File: config.mk
export PLATFORM = sky130hd
export DESIGN_NAME = rmc_mode_ctrl
export DESIGN_NICKNAME = d
export VERILOG_FILES = /design/src/logic/rmc_pkg.sv /design/src/logic/rmc_fifo.sv /design/src/logic/rmc_mode_ctrl.sv
export SDC_FILE = /design/constraint.sdc
export NUM_CORES = 1
export LEC_CHECK = 0
export BUFFER_PORTS_ARGS = -buffer_cell sky130_fd_sc_hd__buf_2
export CAP_MARGIN = 30
export CORE_ASPECT_RATIO = 1.75
export CORE_MARGIN = 4
export CORE_UTILIZATION = 54
export DETAILED_ROUTE_END_ITERATION = 6
export GPL_TIMING_DRIVEN = 0
export PLACE_DENSITY_LB_ADDON = 0.1
export SLEW_MARGIN = 20
export SYNTH_ARGS = -nofsm -noshare
export SYNTH_HDL_FRONTEND = slang
export SYNTH_SLANG_ARGS = --single-unit
export TNS_END_PERCENT = 30
File: constraint.sdc
create_clock -name core_clk -period 6.93 [get_ports core_clk]
set_clock_uncertainty 0.1 [all_clocks]
set_input_delay 1.7325 -clock core_clk [delete_from_list [all_inputs] [get_ports core_clk]]
set_output_delay 1.7325 -clock core_clk [all_outputs]
set_load 0.01 [all_outputs]
File: src/logic/rmc_pkg.sv
package rmc_pkg;
  // Clock and mode-switch timing.
  localparam int CLK_PERIOD_NS  = 100;
  localparam int SWITCH_TIME_NS = 1000000;
  localparam int RELOAD_TIME_NS = 1000000;
  localparam int SWITCH_CYC     = SWITCH_TIME_NS / CLK_PERIOD_NS;
  localparam int RELOAD_CYC     = (RELOAD_TIME_NS + CLK_PERIOD_NS - 1) / CLK_PERIOD_NS;
  localparam int CNT_W          = 16;
  // Data path geometry.
  localparam int DATA_W         = 8;
  localparam int FIFO_DEPTH     = 16;
  // Mode codes as {high, low} select pins.
  localparam logic [1:0] MODE_NORMAL = 2'h0;
  localparam logic [1:0] MODE_WOR    = 2'h1;
  localparam logic [1:0] MODE_CONFIG = 2'h2;
  localparam logic [1:0] MODE_SLEEP  = 2'h3;
  // Header byte that opens a remote configuration frame.
  localparam logic [7:0] REMOTE_HDR  = 8'hCF;
  localparam logic [1:0] REMOTE_HDR_N = 2'h2;
  typedef enum logic [1:0] {ST_RELOAD, ST_RUN, ST_SWITCH} rmc_state_t;
endpackage

File: src/logic/rmc_fifo.sv
`timescale 1ns/10ps
module rmc_fifo #(
  parameter int WIDTH = 8,
  parameter int DEPTH = 16
) (
  input  wire logic             clk,
  input  wire logic             arst_n,
  input  wire logic             inValid,
  input  wire logic [WIDTH-1:0] inData,
  output logic                  inReady,
  output logic                  outValid,
  output logic [WIDTH-1:0]      outData,
  input  wire logic             outReady
);
  localparam int AW = $clog2(DEPTH);

  // Refuse depths that the wrapping pointers cannot serve.
  if (DEPTH < 2 || (1 << AW) != DEPTH) begin : badDepth
    $error("rmc_fifo depth must be a power of two of at least 2");
  end

  typedef struct packed {
    logic [DEPTH-1:0][WIDTH-1:0] mem;
    logic [AW-1:0]               wr;
    logic [AW-1:0]               rd;
    logic [AW:0]                 cnt;
    logic                        rdy;
  } rmc_fifo_st_t;

  rmc_fifo_st_t s_q;
  rmc_fifo_st_t s_d;
  logic         push;
  logic         pop;

  // Ready comes from a flop; valid follows the stored count.
  assign inReady  = s_q.rdy;
  assign outValid = s_q.cnt != '0;
  assign outData  = s_q.mem[s_q.rd];
  assign push     = inValid && s_q.rdy;
  assign pop      = outValid && outReady;

  // Next state: write at the tail, read at the head, track the fill level.
  always_comb begin
    s_d = s_q;
    if (push) begin
      s_d.mem[s_q.wr] = inData;
      s_d.wr = s_q.wr + 1'b1;
    end
    if (pop) begin
      s_d.rd = s_q.rd + 1'b1;
    end
    s_d.cnt = s_q.cnt + {{AW{1'b0}}, push} - {{AW{1'b0}}, pop};
    s_d.rdy = s_d.cnt != (AW+1)'(DEPTH);
  end

  // State register.
  always_ff @(posedge clk or negedge arst_n) begin
    if (!arst_n) begin
      s_q <= '0;
    end else begin
      s_q <= s_d;
    end
  end
endmodule

File: src/logic/rmc_mode_ctrl.sv
`timescale 1ns/10ps
module rmc_mode_ctrl #(
  parameter int SWITCH_CYC = rmc_pkg::SWITCH_CYC,
  parameter int RELOAD_CYC = rmc_pkg::RELOAD_CYC,
  parameter int FIFO_DEPTH = rmc_pkg::FIFO_DEPTH
) (
  input  wire logic                      core_clk,
  input  wire logic                      arst_n,
  input  wire logic                      modeSelectHigh,
  input  wire logic                      modeSelectLow,
  input  wire logic                      worSender,
  input  wire logic [15:0]               worPeriod,
  input  wire logic                      remoteCfgDone,
  input  wire logic                      serRxValid,
  input  wire logic [rmc_pkg::DATA_W-1:0] serRxData,
  output logic                           serRxReady,
  output logic                           serTxValid,
  output logic [rmc_pkg::DATA_W-1:0]     serTxData,
  input  wire logic                      serTxReady,
  output logic                           radioTxValid,
  output logic [rmc_pkg::DATA_W-1:0]     radioTxData,
  input  wire logic                      radioTxReady,
  input  wire logic                      radioTxBusy,
  output logic                           wakeCode,
  input  wire logic                      radioRxValid,
  input  wire logic [rmc_pkg::DATA_W-1:0] radioRxData,
  output logic                           radioRxEnable,
  output logic                           cfgRxValid,
  output logic [rmc_pkg::DATA_W-1:0]     cfgRxData,
  output logic                           remoteCfgActive,
  output logic                           sleepActive,
  output logic                           auxReady,
  output logic [1:0]                     modeActive
);
  localparam int DW = rmc_pkg::DATA_W;

  // Refuse timings the 16-bit counter cannot hold.
  if (SWITCH_CYC < 1 || SWITCH_CYC >= (1 << rmc_pkg::CNT_W) ||
      RELOAD_CYC < 1 || RELOAD_CYC >= (1 << rmc_pkg::CNT_W)) begin : badTiming
    $error("rmc_mode_ctrl timing counts out of range");
  end

  typedef struct packed {
    logic [1:0]                pinMeta;
    logic [1:0]                pinSync;
    rmc_pkg::rmc_state_t       st;
    logic [rmc_pkg::CNT_W-1:0] cnt;
    logic [1:0]                mode;
    logic                      aux;
    logic                      sleep;
    logic                      rxEn;
    logic                      serRdy;
    logic                      txValid;
    logic [DW-1:0]             txData;
    logic                      txActive;
    logic                      wake;
    logic [15:0]               wakeCnt;
    logic                      sValid;
    logic [DW-1:0]             sData;
    logic                      cValid;
    logic [DW-1:0]             cData;
    logic [1:0]                hdrCnt;
    logic                      remote;
  } rmc_st_t;

  rmc_st_t s_q;
  rmc_st_t s_d;

  logic          fifoInValid;
  logic          fifoInReady;
  logic          fifoOutValid;
  logic [DW-1:0] fifoOutData;
  logic          fifoOutReady;
  logic          busy;
  logic          dataMode;
  logic          radioRxTake;

  // Serial bytes queue toward the radio; the radio side drains it.
  rmc_fifo #(
    .WIDTH (DW),
    .DEPTH (FIFO_DEPTH)
  ) uFifo (
    .clk      (core_clk),
    .arst_n   (arst_n),
    .inValid  (fifoInValid),
    .inData   (serRxData),
    .inReady  (fifoInReady),
    .outValid (fifoOutValid),
    .outData  (fifoOutData),
    .outReady (fifoOutReady)
  );

  // Data modes pass serial to radio; configuration bytes take the other branch.
  assign dataMode     = s_q.mode == rmc_pkg::MODE_NORMAL || s_q.mode == rmc_pkg::MODE_WOR;
  assign fifoInValid  = serRxValid && s_q.serRdy && dataMode;
  assign fifoOutReady = !s_q.txValid && !s_q.wake && s_q.txActive;
  assign radioRxTake  = radioRxValid && s_q.rxEn && !s_q.sValid;
  // Any queued, in-flight, outgoing or just arriving byte keeps the block busy.
  assign busy = fifoOutValid || s_q.txValid || s_q.txActive || radioTxBusy || s_q.wake ||
                s_q.sValid || s_q.cValid || (serRxValid && s_q.serRdy) ||
                radioRxTake;

  // Next state of the whole controller.
  always_comb begin
    s_d = s_q;
    s_d.pinMeta = {modeSelectHigh, modeSelectLow};
    s_d.pinSync = s_q.pinMeta;
    // Serial-to-radio sender, with the wake preamble for wake senders.
    if (s_q.txValid && radioTxReady) begin
      s_d.txValid = 1'b0;
    end
    if (!s_q.txActive && fifoOutValid) begin
      s_d.txActive = 1'b1;
      if (s_q.mode == rmc_pkg::MODE_WOR && worSender && worPeriod != 16'h0000) begin
        s_d.wake    = 1'b1;
        s_d.wakeCnt = worPeriod;
      end
    end else if (s_q.wake) begin
      s_d.wakeCnt = s_q.wakeCnt - 16'h0001;
      s_d.wake    = s_q.wakeCnt != 16'h0001;
    end else if (fifoOutValid && fifoOutReady) begin
      s_d.txValid = 1'b1;
      s_d.txData  = fifoOutData;
    end else if (s_q.txActive && !fifoOutValid && !s_q.txValid && !radioTxBusy) begin
      s_d.txActive = 1'b0;
    end
    // Radio-to-serial path, shared by normal and wake modes.
    if (s_q.sValid && serTxReady) begin
      s_d.sValid = 1'b0;
    end
    if (radioRxTake) begin
      s_d.sValid = 1'b1;
      s_d.sData  = radioRxData;
      if (s_q.mode == rmc_pkg::MODE_NORMAL && radioRxData == rmc_pkg::REMOTE_HDR) begin
        s_d.hdrCnt = (s_q.hdrCnt == rmc_pkg::REMOTE_HDR_N) ? s_q.hdrCnt :
                     s_q.hdrCnt + 2'h1;
      end else begin
        s_d.hdrCnt = 2'h0;
      end
    end
    // Remote configuration flag; a new header wins over the done strobe.
    if (remoteCfgDone) begin
      s_d.remote = 1'b0;
    end
    if (radioRxTake && s_d.hdrCnt == rmc_pkg::REMOTE_HDR_N) begin
      s_d.remote = 1'b1;
    end
    // Configuration mode hands serial bytes to the register logic.
    if (s_q.cValid) begin
      s_d.cValid = 1'b0;
    end
    if (serRxValid && s_q.serRdy && s_q.mode == rmc_pkg::MODE_CONFIG) begin
      s_d.cValid = 1'b1;
      s_d.cData  = serRxData;
    end
    // Mode sequencing.
    case (s_q.st)
      rmc_pkg::ST_RELOAD: begin
        s_d.cnt = s_q.cnt - 1'b1;
        if (s_q.cnt == '0) begin
          s_d.st = rmc_pkg::ST_RUN;
        end
      end
      rmc_pkg::ST_RUN: begin
        if (!busy && s_q.pinSync != s_q.mode) begin
          s_d.st  = rmc_pkg::ST_SWITCH;
          s_d.cnt = rmc_pkg::CNT_W'(SWITCH_CYC - 1);
        end
      end
      rmc_pkg::ST_SWITCH: begin
        s_d.cnt = s_q.cnt - 1'b1;
        if (busy) begin
          s_d.st = rmc_pkg::ST_RUN;
        end else if (s_q.cnt == '0) begin
          s_d.mode = s_q.pinSync;
          if (s_q.mode == rmc_pkg::MODE_SLEEP && s_q.pinSync != rmc_pkg::MODE_SLEEP) begin
            s_d.st  = rmc_pkg::ST_RELOAD;
            s_d.cnt = rmc_pkg::CNT_W'(RELOAD_CYC - 1);
          end else begin
            s_d.st = rmc_pkg::ST_RUN;
          end
        end
      end
      default: begin
        s_d.st = rmc_pkg::ST_RUN;
      end
    endcase
    // Registered outputs derived from the next state.
    s_d.sleep  = s_d.mode == rmc_pkg::MODE_SLEEP;
    s_d.rxEn   = (s_d.mode == rmc_pkg::MODE_NORMAL || s_d.mode == rmc_pkg::MODE_WOR ||
                  (s_d.mode == rmc_pkg::MODE_CONFIG && s_d.remote)) &&
                 s_d.st != rmc_pkg::ST_RELOAD;
    // Ready drops for one cycle after each byte accepted in a data mode, so the registered ready can
    // never promise room in a queue that filled on the same edge.
    s_d.serRdy = s_d.st == rmc_pkg::ST_RUN && s_d.mode != rmc_pkg::MODE_SLEEP &&
                 (s_d.mode == rmc_pkg::MODE_CONFIG || (fifoInReady && !fifoInValid));
    s_d.aux    = s_d.st != rmc_pkg::ST_RELOAD &&
                 !(fifoOutValid || fifoInValid || s_d.txValid || s_d.txActive || radioTxBusy ||
                   s_d.wake || s_d.sValid || s_d.cValid);
  end

  // State register; reset starts with a parameter load in normal mode.
  always_ff @(posedge core_clk or negedge arst_n) begin
    if (!arst_n) begin
      s_q     <= '0;
      s_q.st  <= rmc_pkg::ST_RELOAD;
      s_q.cnt <= rmc_pkg::CNT_W'(RELOAD_CYC - 1);
    end else begin
      s_q <= s_d;
    end
  end

  assign serRxReady      = s_q.serRdy;
  assign serTxValid      = s_q.sValid;
  assign serTxData       = s_q.sData;
  assign radioTxValid    = s_q.txValid;
  assign radioTxData     = s_q.txData;
  assign wakeCode        = s_q.wake;
  assign radioRxEnable   = s_q.rxEn;
  assign cfgRxValid      = s_q.cValid;
  assign cfgRxData       = s_q.cData;
  assign remoteCfgActive = s_q.remote;
  assign sleepActive     = s_q.sleep;
  assign auxReady        = s_q.aux;
  assign modeActive      = s_q.mode;

  // Helper: consecutive cycles spent in the switch wait.
  logic [rmc_pkg::CNT_W:0] swAge;
  always_ff @(posedge core_clk or negedge arst_n) begin
    if (!arst_n) begin
      swAge <= '0;
    end else begin
      swAge <= (s_q.st == rmc_pkg::ST_SWITCH) ? swAge + 1'b1 : '0;
    end
  end
endmodule

Word-level counts from Yosys, hierarchy flattened
Index checks and enable logic that the tools add are counted.

word-level totals
  memories = 0
  RAM bits = 0
  bits in read-only memories = 0
  bits in latches = 0
  register bits = 218

operators by class
  multiplexer cells = 32
  multipliers = 0
  divide/modulo/power cells = 0
  bitwise gates (word level) = 2
  $add $sub $neg = 7
  $lt $le $gt $ge = 3
  equal/unequal tests = 19
  reduce and logical (&&, ||, !) cells = 68
  shift-type cells = 0

operator list
  kind                                                                           count
  128-bit bitwise mux                                                            1
  18-bit two-way mux                                                             3
  16-bit case mux with 3 select lines                                            1
  9-bit two-way mux                                                              4
  17-bit two-way mux                                                             2
  8-bit binary-select mux with 4-bit select                                      1
  8-bit demux with 4-bit select                                                  1
  16-bit by 1-bit subtractor with 16-bit output (second input constant)          2
  1-bit logical AND                                                              28
  20-bit two-way mux                                                             1
  1-bit logical OR                                                               19
  16-bit zero test                                                               1
  16-bit two-way mux                                                             1
  8-bit two-way mux                                                              2
  16-bit by 1-bit != test with 1-bit output (second input constant)              1
  16-bit nonzero test                                                            1
  2-bit equality test (second input constant)                                    7
  2-bit two-way mux                                                              6
  4-bit by 5-bit less-than comparator with 1-bit output (second input constant)  2
  10-bit two-way mux                                                             1
  1-bit zero test                                                                9
  4-bit by 1-bit adder with 4-bit output (second input constant)                 2
  2-bit by 1-bit equality test with 1-bit output (second input constant)         4
  8-bit equality test (second input constant)                                    1
  other kinds (17)                                                               30

Logic depth before layout (Yosys ltp)
Gate-level depths: netlist of the first run.

  word-level depth = 17
  mapped depth = 17
  gate-level depth less buffers = 16

Modules after synthesis
A second synthesis of the first run with hierarchy kept.

second synthesis, totals
  cells, all modules = 827
  area, all modules = 10633.9 sq um

by module, submodules not included
  module         area each (sq um)  times used  seq. area each (sq um)  cells an instance
  rmc_fifo       6655.1             1           3553.4                  424
  rmc_mode_ctrl  3978.8             1           1911.8                  403

Worst setup path after synthesis of the first run
OpenSTA, ideal clock, no wires.

  path kind = input -> register
  from = in serRxValid
  to = reg s_q[59] (netlist name)
  path buffers = 2
  data required time = 6.761 ns
  stages on the path = 8
  path slack = 3.400 ns
  arrival time = 3.360 ns
  cells stage by stage = a221oi_1 and4_1 buf_2 a21oi_1 nand2b_1 clkbuf_1 or4_1 nand3_1

on the way
  word-level cells in the longest chain between the ends = 7
  elaborated cells on any way between the ends = 9
  classes of those cells = eq/ne (1); mux (2); reduce/logical (6)

RTL lines
  what                                  line                  RTL
  start: declaration                    rmc_mode_ctrl.sv:14   input wire logic serRxValid,
  1-bit logical AND (*)                 rmc_mode_ctrl.sv:100  s_q.sValid || s_q.cValid || (serRxValid && s_q.serRdy) ||
  1-bit logical OR (*) (2 in series)    rmc_mode_ctrl.sv:100
  1-bit zero test                       rmc_mode_ctrl.sv:165  if (!busy && s_q.pinSync != s_q.mode) begin
  1-bit logical AND                     rmc_mode_ctrl.sv:165
  2-bit != test (no source line)        --
  2-bit AND reduction (no source line)  --
  end: declaration                      rmc_mode_ctrl.sv:66   rmc_st_t s_q;

Every way passes the cells marked *; elsewhere a longest branch is shown, timed or not.
A chain may end at the register's enable or synchronous reset.

==> summary.txt, run 1 <==
Setup path
  – Crit-path max FO: 10
  – Setup CP Type: reg -> reg
  – CP Cell Sequence: inv_1 -> ha_1 -> nor4b_2 -> or4_1 -> inv_1 -> clkbuf_1 -> ha_1 -> inv_1 -> ha_1 -> inv_1 -> fa_1 -> inv_1 -> a21oi_1 -> nor2_1 -> nor2_1 -> xnor2_1 -> nand3b_1
  – Cell mode on critical path: inv_1
  – Critical Path RT: between 7 and 8 ns
  – CP top delay family: adder cells
  – CP peak stage delay: 0.47 ns
  – Worst path arrival time: around 4.0 ns
  – Slowest CP cell: clkbuf_1
  – Critical register-to-register path startpoint: uFifo.s_q[3]$_DFF_PN0_
  – Worst Setup SP: uFifo.s_q[3]$_DFF_PN0_
  – Worst setup EP type: flop
  – CP Buf/Inv Count: 6
  – CP startpoint kind: flop

Power
  – Peak supply drop: between 0.0002 and 0.0003 V
  – Leakage: around 5.4 nW
  – Power per cell area: about 340 mW/mm^2

Hold path
  – Hold WC Path Type: reg -> reg
  – Hold_sp: s_d[73]$_DFF_PN0_

STA
  – Relative slew slack: 0.455
  – Final setup vio count: 0
  – RSZ-0062 raised after global routing: no
  – Tmin final: roughly 3.7 ns
  – Worst Tran Pin Value: approximately 0.8 ns
  – Fin crit share: 0.540
  – Slew Limit Fails: 0
  – Fmax: roughly 270 MHz
  – Hold Vio Cnt, Final: 0
  – Setup tns final: 0 ns

GRT
  – Largest net degree at the start of global routing: a little over 100
  – Vias in the first global route: ~7700
  – Initial antenna violation count: 0
  – Gr usage total: 0.227
  – Grt total ovfl: 0
  – First-pass GRT wire length: around 40 mm

Floorplan
  – Die X: approximately 110 um
  – Die ar.: ~0.022 mm^2
  – Initial Util: 0.549
  – Die Y: 192 um
  – Standard-cell rows: 67
  – Top Ports: 78
  – Core region area: 0.0191 mm^2

Clock tree
  – Setup Fix Bufs, Post-CTS: 0
  – TritonCTS clock tree: built
  – CTS buffer count: 22
  – Clock-pin slew on the worst setup and hold paths: ~0.06 ns
  – Hold_buf cts: 0
  – Clk buf depth: 3
  – # resized after CTS: 0
  – Clock latency on the worst-skew pair: slightly above 0.5 ns
  – Root Driver: clkbuf_16
  – Clock sinks: between 200 and 250
  – H-tree depth: 1

Layout
  – Area grow syn2layout: 14.7%
  – Final Non-Filler Cells: approximately 1200
  – Share of cells above drive strength 1: 0.371
  – # fillers: around 1500
  – Nets: 998
  – # diodes: 0
  – Layout Utilization: 0.630

Synth
  – Synthesized instance count: 830
  – Most instantiated cells after synthesis: 210 x dfrtp_1, 139 x mux2_2, 111 x nand2_1
  – Top cells by area, synth: dfrtp_1 50%, mux2_2 15%, mux4_2 8.6%
  – Yosys cell types: 66
  – Number of synthesized flops with an enable pin: 0
  – Cell taking the most area after synthesis: dfrtp_1
  – Share of the synthesized area in the top cell type: 0.501
  – Prevailing post-synth register cell: dfrtp_1
  – Yosys warnings: 0
  – Post-synthesis cell area: roughly 0.010 mm^2
  – Sequential area share after synthesis: 0.521
  – Synthesized area per cell: between 10 and 15 um^2
  – Ys async rst share: 1.00
  – Synthesized Nets: a little under 900
  – #FFs+latches synth: around 220
  – Top-count cell post-synth: dfrtp_1

Run
  – Max cap viols: 0

Place
  – DP HPWL: 17.9 mm
  – IO buf count: between 70 and 80
  – Global placer's final weighted congestion: 0.888
  – Placed Cells incl. Taps: ~1200

Outcome
  – Outcome: finished clean

Route
  – DRC violations left: 0
  – First-pass DRT Iterations: 5
  – Detailed-route vias per instance: about 5.8
  – Routed len/inst: about 20 um
  – Final ANT Viol Nets: 0
  – Detailed-route via count: roughly 7000
  – 1st-iter DRT viols: 451
  – Routed WL: about 24 mm
[power by group]
group | leakage (nW) | switching [mW] | internal [mW]
clock network | 0.369 | 0.493 | 0.752
registers | 2.68 | 0.213 | 1.68
logic | 2.38 | 0.390 | 0.584
total | 5.43 | 1.10 | 3.02
[cells in the final DEF, fill, tap and decap left out, types with 6 or more instances in the layout]
master / Yosys / final
dfrtp_1: 210 / 210
mux2_2: 139 / 139
nand2_1: 111 / 111
buf_2: 1 / 77
mux4_2: 40 / 40
clkbuf_1: 33 / 37
inv_1: 30 / 30
buf_4: 26 / 26
clkbuf_16: 0 / 23
o21ai_0: 21 / 21
ha_1: 19 / 19
nand3_1: 17 / 17
nor2_1: 14 / 14
a21oi_1: 13 / 13
xnor2_1: 11 / 11
o211ai_1: 10 / 10
nor3_1: 9 / 9
or4_1: 8 / 8
or3_1: 8 / 8
nor4_1: 8 / 8
o311ai_0: 8 / 8
dfstp_2: 8 / 8
o221a_2: 6 / 6
[worst paths after layout]
path                                             end  slack (ns)  depth (start not counted)
max in group asynchronous  uFifo.s_q[69]$_DFFE_PN0P_        4.57                          3
max                          uFifo.inReady$_DFF_PN0_        3.19                         17
min                                s_q[73]$_DFF_PN0_        0.25                          0
max reg2reg                  uFifo.inReady$_DFF_PN0_        3.19                         17
min in group asynchronous   serTxData[7]$_DFFE_PN0P_        0.98                          1
min reg2reg                        s_q[73]$_DFF_PN0_        0.25                          0
[flip-flops by register name (all words and copies together), names as in the netlist, 2 cells and up]
name / cells
uFifo.s_q: 141
s_q: 39
cfgRxData: 8
radioTxData: 8
serTxData: 8
modeActive: 2
s_d: 2
[metal layers]
metal | part of all wire | track usage | vias to the layer above
met4 | 0.041 | 0.0976 | 0
li1 | - | - | 3192
met3 | 0.037 | 0.0286 | 71
met5 | 0 | 0 | -
met2 | 0.56 | 0.426 | 184
met1 | 0.36 | 0.256 | 3514
[cells by family after synthesis]
family                   count (synthesis)  share of synthesized area
AND/OR/NAND/NOR                        216                      0.103
XOR/XNOR                                14                     0.0117
adder cells (fa/ha/maj)                 20                     0.0246
multiplexers                           181                      0.237
AO/OA/AOI/OAI                           86                     0.0602
flip-flops                             218                      0.521
buffers and inverters                   95                     0.0434
[layout make-up]
type | count | area [um^2] | area share
Multi-Input combinational cell | 517 | 4580 | 0.380
Clock buffer | 30 | 632 | 0.0525
Sequential cell | 218 | 5470 | 0.454
Inverter | 31 | 116 | 0.00967
Tap cell | 241 | 302 | 0.0250
Timing Repair Buffer | 81 | 477 | 0.0396
Buffer | 64 | 339 | 0.0282
Clock inverter | 9 | 129 | 0.0107
[stage by stage]
| stage | setup slack [ns] | power (mW) | hold WS [ns] | area (um^2) |
|---|---|---|---|---|
| after floorplan | 3.40 | 2.59 | 0.231 | 10500 |
| after global placement | 0.627 | 2.79 | 0.244 | 11200 |
| after detailed placement | 2.86 | 2.89 | 0.250 | 11300 |
| after CTS | 3.13 | 4.16 | 0.257 | 12000 |
| after global routing | 2.88 | 4.34 | 0.266 | 12000 |
| final | 3.19 | 4.11 | 0.253 | 12000 |
No activity file was read; power rests on OpenSTA's default activity.
==> run 2: changes to the inputs <==
--- a/config.mk
+++ b/config.mk
@@ -5,6 +5,7 @@
 export SDC_FILE = /design/constraint.sdc
 export NUM_CORES = 1
 export LEC_CHECK = 0
+export ABC_AREA = 1
 export BUFFER_PORTS_ARGS = -buffer_cell sky130_fd_sc_hd__buf_2
 export CAP_MARGIN = 30
 export CORE_ASPECT_RATIO = 1.75
==> constraint.sdc (replaced) <==
create_clock -name core_clk -period 3.4 [get_ports core_clk]
set_clock_uncertainty 0.1 [all_clocks]
set_input_delay 0.85 -clock core_clk [delete_from_list [all_inputs] [get_ports core_clk]]
set_output_delay 0.85 -clock core_clk [all_outputs]
set_load 0.01 [all_outputs]
==> run 2 against run 1 <==
Effect of this change:
- utilization rose by 0.059 points
- via count rose by 32%
- wire length rose by 22%
- sequential share of layout area fell by 1.9 points
- critical endpoint unchanged
==> summary.txt, run 2 <==
Outcome
  – Outcome: finished clean

Setup path
  – CP Cell Sequence: inv_1 -> ha_1 -> inv_1 -> nor2_1 -> nand2_2 -> nand3_2 -> inv_4 -> ha_1 -> inv_1 -> ha_1 -> inv_1 -> fa_1 -> o21ai_0 -> xor2_1 -> nand2_1
  – Slowest CP cell: fa_1
  – Reg2Reg Setup Slack: 0.41 ns (-2.78 ns)
  – CP top delay family: adder cells
  – Setup CP Type: reg -> reg
  – Critical register-to-register path startpoint: uFifo.s_q[4]$_DFF_PN0_
  – Critical Path RT: 3.69 ns (-3.51 ns)
  – Worst path arrival time: 3.28 ns (-0.73 ns)
  – CP peak stage delay: 0.40 ns (-0.07 ns)
  – CP startpoint kind: flop
  – Reg-to-Reg End: uFifo.inReady$_DFF_PN0_
  – CP Buf/Inv Count: 5 (-1)
  – Crit-path max FO: 18 (+8)
  – Worst setup EP type: flop
  – R2R cell count: 15 (-2)
  – Cell mode on critical path: inv_1

STA
  – Post-route setup slack: 0.413 ns (-2.78 ns)
  – Relative slew slack: 0.529 (+0.0744)
  – Slew Limit Fails: 0 (unchanged)
  – Final setup vio count: 0 (unchanged)
  – Fmax: 335 MHz (+25%)
  – Worst Tran Pin Value: 0.707 ns (-0.112 ns)
  – Hold Vio Cnt, Final: 0 (unchanged)
  – RSZ-0062 raised after global routing: no
  – Fin crit share: 0.878 (+0.339)
  – Setup tns final: 0 ns (unchanged)
  – Tmin final: 2.99 ns (-0.755 ns)
  – Worst hold margin: 0.114 ns (-0.139 ns)

GRT
  – Gr usage total: 0.262 (+0.0345)
  – Grt total ovfl: 0 (unchanged)
  – Initial antenna violation count: 0 (unchanged)
  – Largest net degree at the start of global routing: 101 (unchanged)
  – Vias in the first global route: 9569 (+25%)
  – First-pass GRT wire length: 47.4 mm (+20%)

Clock tree
  – Setup Fix Bufs, Post-CTS: 0 (unchanged)
  – Root Driver: clkbuf_16
  – Hold_buf cts: 0 (unchanged)
  – H-tree depth: 1 (unchanged)
  – TritonCTS clock tree: built
  – Clock sinks: 218 (unchanged)
  – Clock latency on the worst-skew pair: 0.52 ns (about the same)
  – CTS buffer count: 22 (unchanged)
  – Clock-pin slew on the worst setup and hold paths: 0.06 ns (about the same)
  – Clk buf depth: 3 (unchanged)

Layout
  – Area grow syn2layout: 14.2%
  – # diodes: 0 (unchanged)
  – Nets: 1498 (+50%)
  – Layout Utilization: 0.630 (about the same)
  – Top Registers: uFifo.s_q (141), s_q (39)
  – Largest register FFs: 141 (unchanged)
  – Share of cells above drive strength 1: 0.153 (-0.217)
  – Cell area after layout: 0.0126 mm^2 (+4.3%)
  – Largest register by flop count: uFifo.s_q
  – Commonest non-fill, non-tap cell in the layout: nand2_1
  – Final Non-Filler Cells: 1694 (+42%)
  – Most frequent cells in the layout: 318 x nand2_1, 210 x dfrtp_1, 192 x o21ai_0

Place
  – IO buf count: 77 (unchanged)
  – DP HPWL: 21.6 mm (+21%)
  – Global placer's final weighted congestion: 0.882 (-0.70%)
  – Pre-CTS setup slack: -0.245 ns (-3.11 ns)
  – Placed Cells incl. Taps: 1657 (+44%)
  – Post-DP Area: 0.0117 mm^2 (+4.2%)

Route
  – 1st-iter DRT viols: 532 (+18%)
  – Detailed-route via count: 9176 (+32%)
  – Final ANT Viol Nets: 0 (unchanged)
  – DRC violations left: 0 (unchanged)
  – Routed WL: 29.1 mm (+22%)
  – Routed len/inst: 17.2 um (-14%)
  – First-pass DRT Iterations: 5 (unchanged)
  – Detailed-route vias per instance: 5.42 (-7.3%)

Synth
  – #FFs+latches synth: 218 (unchanged)
  – Yosys cell types: 45 (-32%)
  – Most instantiated cells after synthesis: 318 x nand2_1, 210 x dfrtp_1, 192 x o21ai_0
  – Top-count cell post-synth: nand2_1
  – Top cells by area, synth: dfrtp_1 48%, nand2_1 11%, o21ai_0 8.7%
  – Sequential area share after synthesis: 0.497 (-0.0231)
  – Cell taking the most area after synthesis: dfrtp_1
  – Number of synthesized flops with an enable pin: 0 (unchanged)
  – Share of the synthesized area in the top cell type: 0.478 (-0.0222)
  – Synthesized area per cell: 8.24 um^2 (-35%)
  – Synthesized instance count: 1333 (+61%)
  – Synthesized Nets: 1396 (+56%)
  – Post-synthesis cell area: 0.0110 mm^2 (+4.6%)
  – Ys async rst share: 1.00 (unchanged)
  – Prevailing post-synth register cell: dfrtp_1
  – Yosys warnings: 0 (unchanged)

Floorplan
  – Die ar.: 0.0228 mm^2 (+4.4%)
  – Die X: 116 um (+2.1%)
  – Top Ports: 78 (unchanged)
  – Core region area: 0.0199 mm^2 (+4.2%)
  – Initial Util: 0.552 (+0.00255)
  – Standard-cell rows: 68 (+1.5%)
  – Die Y: 197 um (+2.2%)

Power
  – Power per cell area: 437 mW/mm^2 (+28%)
  – Peak supply drop: 0.000407 V (+45%)
  – Power Total: 5.48 mW (+33%)
  – Leakage: 6.11 nW (+13%)

Run
  – Max cap viols: 0 (unchanged)

Hold path
  – Hold WC Path Type: in -> async
[run 2: worst max path at each step]
stage	start	end	cells past startpoint
3_5_place_dp	uFifo.s_q[4]$_DFF_PN0_	uFifo.inReady$_DFF_PN0_	16
6_report	uFifo.s_q[4]$_DFF_PN0_	uFifo.inReady$_DFF_PN0_	15
4_1_cts	uFifo.s_q[4]$_DFF_PN0_	uFifo.inReady$_DFF_PN0_	16
5_1_grt	uFifo.s_q[4]$_DFF_PN0_	uFifo.inReady$_DFF_PN0_	15
3_3_place_gp	arst_n	uFifo.s_q[139]$_DFFE_PN0P_	1
2_1_floorplan	uFifo.s_q[4]$_DFF_PN0_	uFifo.inReady$_DFF_PN0_	16
[run 2: timing repair]
action                     CTS  global route
setup endpoints to repair    2             1
gates resized for setup      2             1
gates cloned                 0             0
[run 2: cell type report]
type	count	area, um^2
plain buffers	85	489
clock inverters	9	176
repair buffers	79	450
well taps	245	307
inverters	121	459
clock buffers	29	628
multi-input cells	908	4580
fillers	1781	7360
flip-flops and latches	218	5470
[run 2: per-layer routing]
metal / vias to the layer above / routed length [um] / global-route usage / part of all wire
li1: 4534 / - / - / -
met1: 4355 / 10700 / 0.286 / 0.37
met2: 201 / 15900 / 0.493 / 0.55
met3: 86 / 987 / 0.0264 / 0.034
met4: 0 / 1410 / 0.125 / 0.048
met5: - / 0 / 0 / 0
[run 2: power breakdown]
group / leakage (nW) / internal (mW) / total [mW] / switching (mW)
Combinational: 3.00 / 0.0512 / 0.160 / 0.109
Sequential: 2.71 / 2.61 / 2.61 / 0.00691
Clock: 0.392 / 1.68 / 2.71 / 1.03
Total: 6.11 / 4.34 / 5.48 / 1.15
[run 2: cells by family (layout without fill, tap and decap cells)]
family / count (synthesis) / count (layout) / synth area share
AND/OR/NAND/NOR: 569 / 569 / 0.227
flip-flops: 218 / 218 / 0.497
buffers and inverters: 207 / 323 / 0.0866
XOR/XNOR: 22 / 22 / 0.0175
AO/OA/AOI/OAI: 297 / 297 / 0.148
adder cells (fa/ha/maj): 20 / 20 / 0.0235
==> run 3: changes to the inputs <==
--- a/config.mk
+++ b/config.mk
@@ -8,7 +8,6 @@
 export ABC_AREA = 1
 export BUFFER_PORTS_ARGS = -buffer_cell sky130_fd_sc_hd__buf_2
 export CAP_MARGIN = 30
-export CORE_ASPECT_RATIO = 1.75
 export CORE_MARGIN = 4
 export CORE_UTILIZATION = 54
 export DETAILED_ROUTE_END_ITERATION = 6
==> run 3 against run 2 <==
Effect of this change:
- cell count up 1.6%
- non-clock buffer count rose by 1
- fmax fell by 4.9%
- clock-buffer cell count up 10
- utilization grew 0.55 points
- critical path depth increased by 1
- hold slack better by 0.072 ns
- critical path type unchanged
- via count up 1.9%
- wire length fell by 2.3%
- clock power is 8.1% lower
- sequential power is essentially flat
- sequential cell count unchanged
==> summary.txt, run 3 (synthesis gave the netlist of run 2 again) <==
Clock tree
  – CTS buffer count: 24 (+9.1%)
  – Root Driver: clkbuf_16
  – H-tree depth: 1 (unchanged)
  – Hold_buf cts: 0 (unchanged)
  – # resized after CTS: 1 (-1)
  – Clock sinks: 218 (unchanged)
  – TritonCTS clock tree: built
  – Setup Fix Bufs, Post-CTS: 0 (unchanged)
  – Clock latency on the worst-skew pair: 0.51 ns (about the same)
  – Clock-pin slew on the worst setup and hold paths: 0.06 ns (about the same)
  – Clk buf depth: 3 (unchanged)

STA
  – Hold Vio Cnt, Final: 0 (unchanged)
  – RSZ-0062 raised after global routing: no
  – Final setup vio count: 0 (unchanged)
  – Slew Limit Fails: 0 (unchanged)
  – Relative slew slack: 0.482 (-0.0467)
  – Fmax: 318 MHz (-4.9%)
  – Fin crit share: 0.924 (+0.0454)
  – Tmin final: 3.14 ns (+0.154 ns)
  – Worst Tran Pin Value: 0.777 ns (+0.0700 ns)
  – Setup tns final: 0 ns (unchanged)
  – Post-route setup slack: 0.259 ns (-0.154 ns)

Setup path
  – Critical Path RT: 3.68 ns (about the same)
  – Setup CP Type: reg -> reg
  – Worst setup EP type: flop
  – CP Cell Sequence: inv_1 -> ha_1 -> inv_1 -> nor2_1 -> nand2_2 -> nand3_2 -> inv_4 -> buf_2 -> ha_1 -> inv_1 -> ha_1 -> inv_1 -> fa_1 -> xnor2_1 -> nor4_1 -> nand2_1
  – Crit-path max FO: 10 (-8)
  – Slowest CP cell: fa_1
  – CP startpoint kind: flop
  – CP top delay family: adder cells
  – CP peak stage delay: 0.40 ns (about the same)
  – Cell mode on critical path: inv_1
  – Worst path arrival time: 3.42 ns (+0.14 ns)
  – CP Buf/Inv Count: 6 (+1)

Place
  – Global placer's final weighted congestion: 0.914 (+3.6%)
  – DP HPWL: 20.5 mm (-5.1%)
  – Pre-CTS setup slack: -0.0964 ns (+0.149 ns)
  – IO buf count: 77 (unchanged)

GRT
  – Largest net degree at the start of global routing: 85 (-16%)
  – Grt total ovfl: 0 (unchanged)
  – Initial antenna violation count: 0 (unchanged)
  – Vias in the first global route: 8926 (-6.7%)
  – Gr usage total: 0.254 (-0.00759)
  – First-pass GRT wire length: 45.9 mm (-3.2%)

Layout
  – Nets: 1501 (+0.20%)
  – Top Registers: uFifo.s_q (141), s_q (39)
  – Multi-input gate area: 0.00458 mm^2 (unchanged)
  – FF+latch area: 0.00547 mm^2 (unchanged)
  – # diodes: 0 (unchanged)
  – # fillers: 1695 (-4.8%)
  – Largest register by flop count: uFifo.s_q
  – Commonest non-fill, non-tap cell in the layout: nand2_1
  – Area grow syn2layout: 14.1% (about the same)
  – Share of cells above drive strength 1: 0.154 (+0.000637)
  – Most frequent cells in the layout: 318 x nand2_1, 210 x dfrtp_1, 192 x o21ai_0
  – Largest register FFs: 141 (unchanged)

Hold path
  – Hold WC Path Type: in -> async

Power
  – Leakage: 6.10 nW (about the same)
  – Clock share of power: 0.472 (-0.022)
  – Switching portion of total power: 0.216 (+0.00648)
  – Net Sw Power: 1.14 mW (-0.84%)
  – Peak supply drop: 0.000323 V (-21%)
  – Power per cell area: 420 mW/mm^2 (-3.7%)
  – Pint: 4.14 mW (-4.6%)
  – Logic gate share of total power: 0.032 (+0.003)
  – Flop pwr share: 0.496 (+0.020)

Floorplan
  – Top Ports: 78 (unchanged)
  – Core region area: 0.0197 mm^2 (-0.96%)
  – Die Y: 151 um (-23%)
  – Initial Util: 0.557 (+0.00536)
  – Standard-cell rows: 51 (-25%)
  – Die X: 151 um (+30%)
  – Die ar.: 0.0227 mm^2 (-0.39%)

Route
  – First-pass DRT Iterations: 6 (+1)
  – Routed len/inst: 16.5 um (-3.8%)
  – 1st-iter DRT viols: 736 (+38%)
  – Routed WL: 28.4 mm (-2.3%)
  – Final ANT Viol Nets: 0 (unchanged)
  – DRC violations left: 0 (unchanged)
  – Detailed-route via count: 9346 (+1.9%)
  – Detailed-route vias per instance: 5.43 (+0.25%)

Run
  – Max cap viols: 0 (unchanged)

Outcome
  – Outcome: finished clean
-- run 3: cell types whose count changed in the layout (fill, tap and decap cells not counted) --
cell        change
clkinv_2        +3
clkinvlp_4      -1
bufinv_16       -5
clkbuf_8        +3
clkbuf_1        +5
clkbuf_16       +2
buf_2           +1
inv_6           -1
-- run 3: power by group through the flow --
stage | clock network (mW) | registers, mW | logic (mW)
final | 2.49 | 2.61 | 0.168
after CTS | 2.53 | 2.61 | 0.173
after floorplan | 0 | 2.66 | 0.0469
after global routing | 2.66 | 2.61 | 0.189
after detailed placement | 0 | 2.66 | 0.172
after global placement | 0 | 2.66 | 0.162
-- run 3: area by class of cell --
cell class / instances / area share
flip-flops and latches: 218 / 0.436
multi-input cells: 908 / 0.365
clock buffers: 39 / 0.0589
plain buffers: 86 / 0.0394
inverters: 121 / 0.0366
repair buffers: 79 / 0.0359
well taps: 265 / 0.0264
clock inverters: 5 / 0.00200
-- run 3: path summary, 6_finish.rpt --
kind,endpoint,cells after the start,slack [ns],from
setup / recovery,uFifo.inReady$_DFF_PN0_,16,0.26,uFifo.s_q[3]$_DFF_PN0_
hold / removal,s_q[58]$_DFFE_PN0P_,1,0.19,arst_n
setup reg to reg,uFifo.inReady$_DFF_PN0_,16,0.26,uFifo.s_q[3]$_DFF_PN0_
hold reg to reg,s_q[72]$_DFF_PN0_,0,0.26,s_d[72]$_DFF_PN0_
max in group asynchronous,uFifo.s_q[107]$_DFFE_PN0P_,2,2.23,arst_n
min in group core_clk,s_q[72]$_DFF_PN0_,0,0.26,s_d[72]$_DFF_PN0_
-- run 3: metal layers --
| layer | wire [um] | part of all wire | GRT usage | vias to the layer above |
|---|---|---|---|---|
| li1 | - | - | - | 4540 |
| met1 | 12500 | 0.44 | 0.354 | 4405 |
| met2 | 12800 | 0.45 | 0.405 | 325 |
| met3 | 1970 | 0.069 | 0.0418 | 76 |
| met4 | 1120 | 0.039 | 0.0920 | 0 |
| met5 | 0 | 0 | 0 | - |
-- run 3: stage by stage --
stage / hold WS (ns) / instances / instance area (um^2) / total power [mW] / utilization
after floorplan: 0.231 / 1333 / 11000 / 2.71 / -
after global routing: 0.216 / 1721 / 12500 / 5.46 / 0.636
after CTS: 0.200 / 1721 / 12500 / 5.32 / 0.636
after global placement: 0.244 / 1675 / 11700 / 2.82 / 0.594
after detailed placement: 0.243 / 1677 / 11800 / 2.83 / 0.597
final: 0.185 / 1721 / 12500 / 5.27 / 0.636
-- run 3: worst reg2reg max path, cell delays in order, from the launching register on --
cell and delay [ns]:
dfrtp_1 0.35, inv_1 0.07, ha_1 0.20, inv_1 0.05, nor2_1 0.04, nand2_2 0.10, nand3_2 0.21, inv_4 0.19
buf_2 0.29, ha_1 0.28, inv_1 0.05, ha_1 0.15, inv_1 0.05, fa_1 0.40, xnor2_1 0.16, nor4_1 0.26
nand2_1 0.08
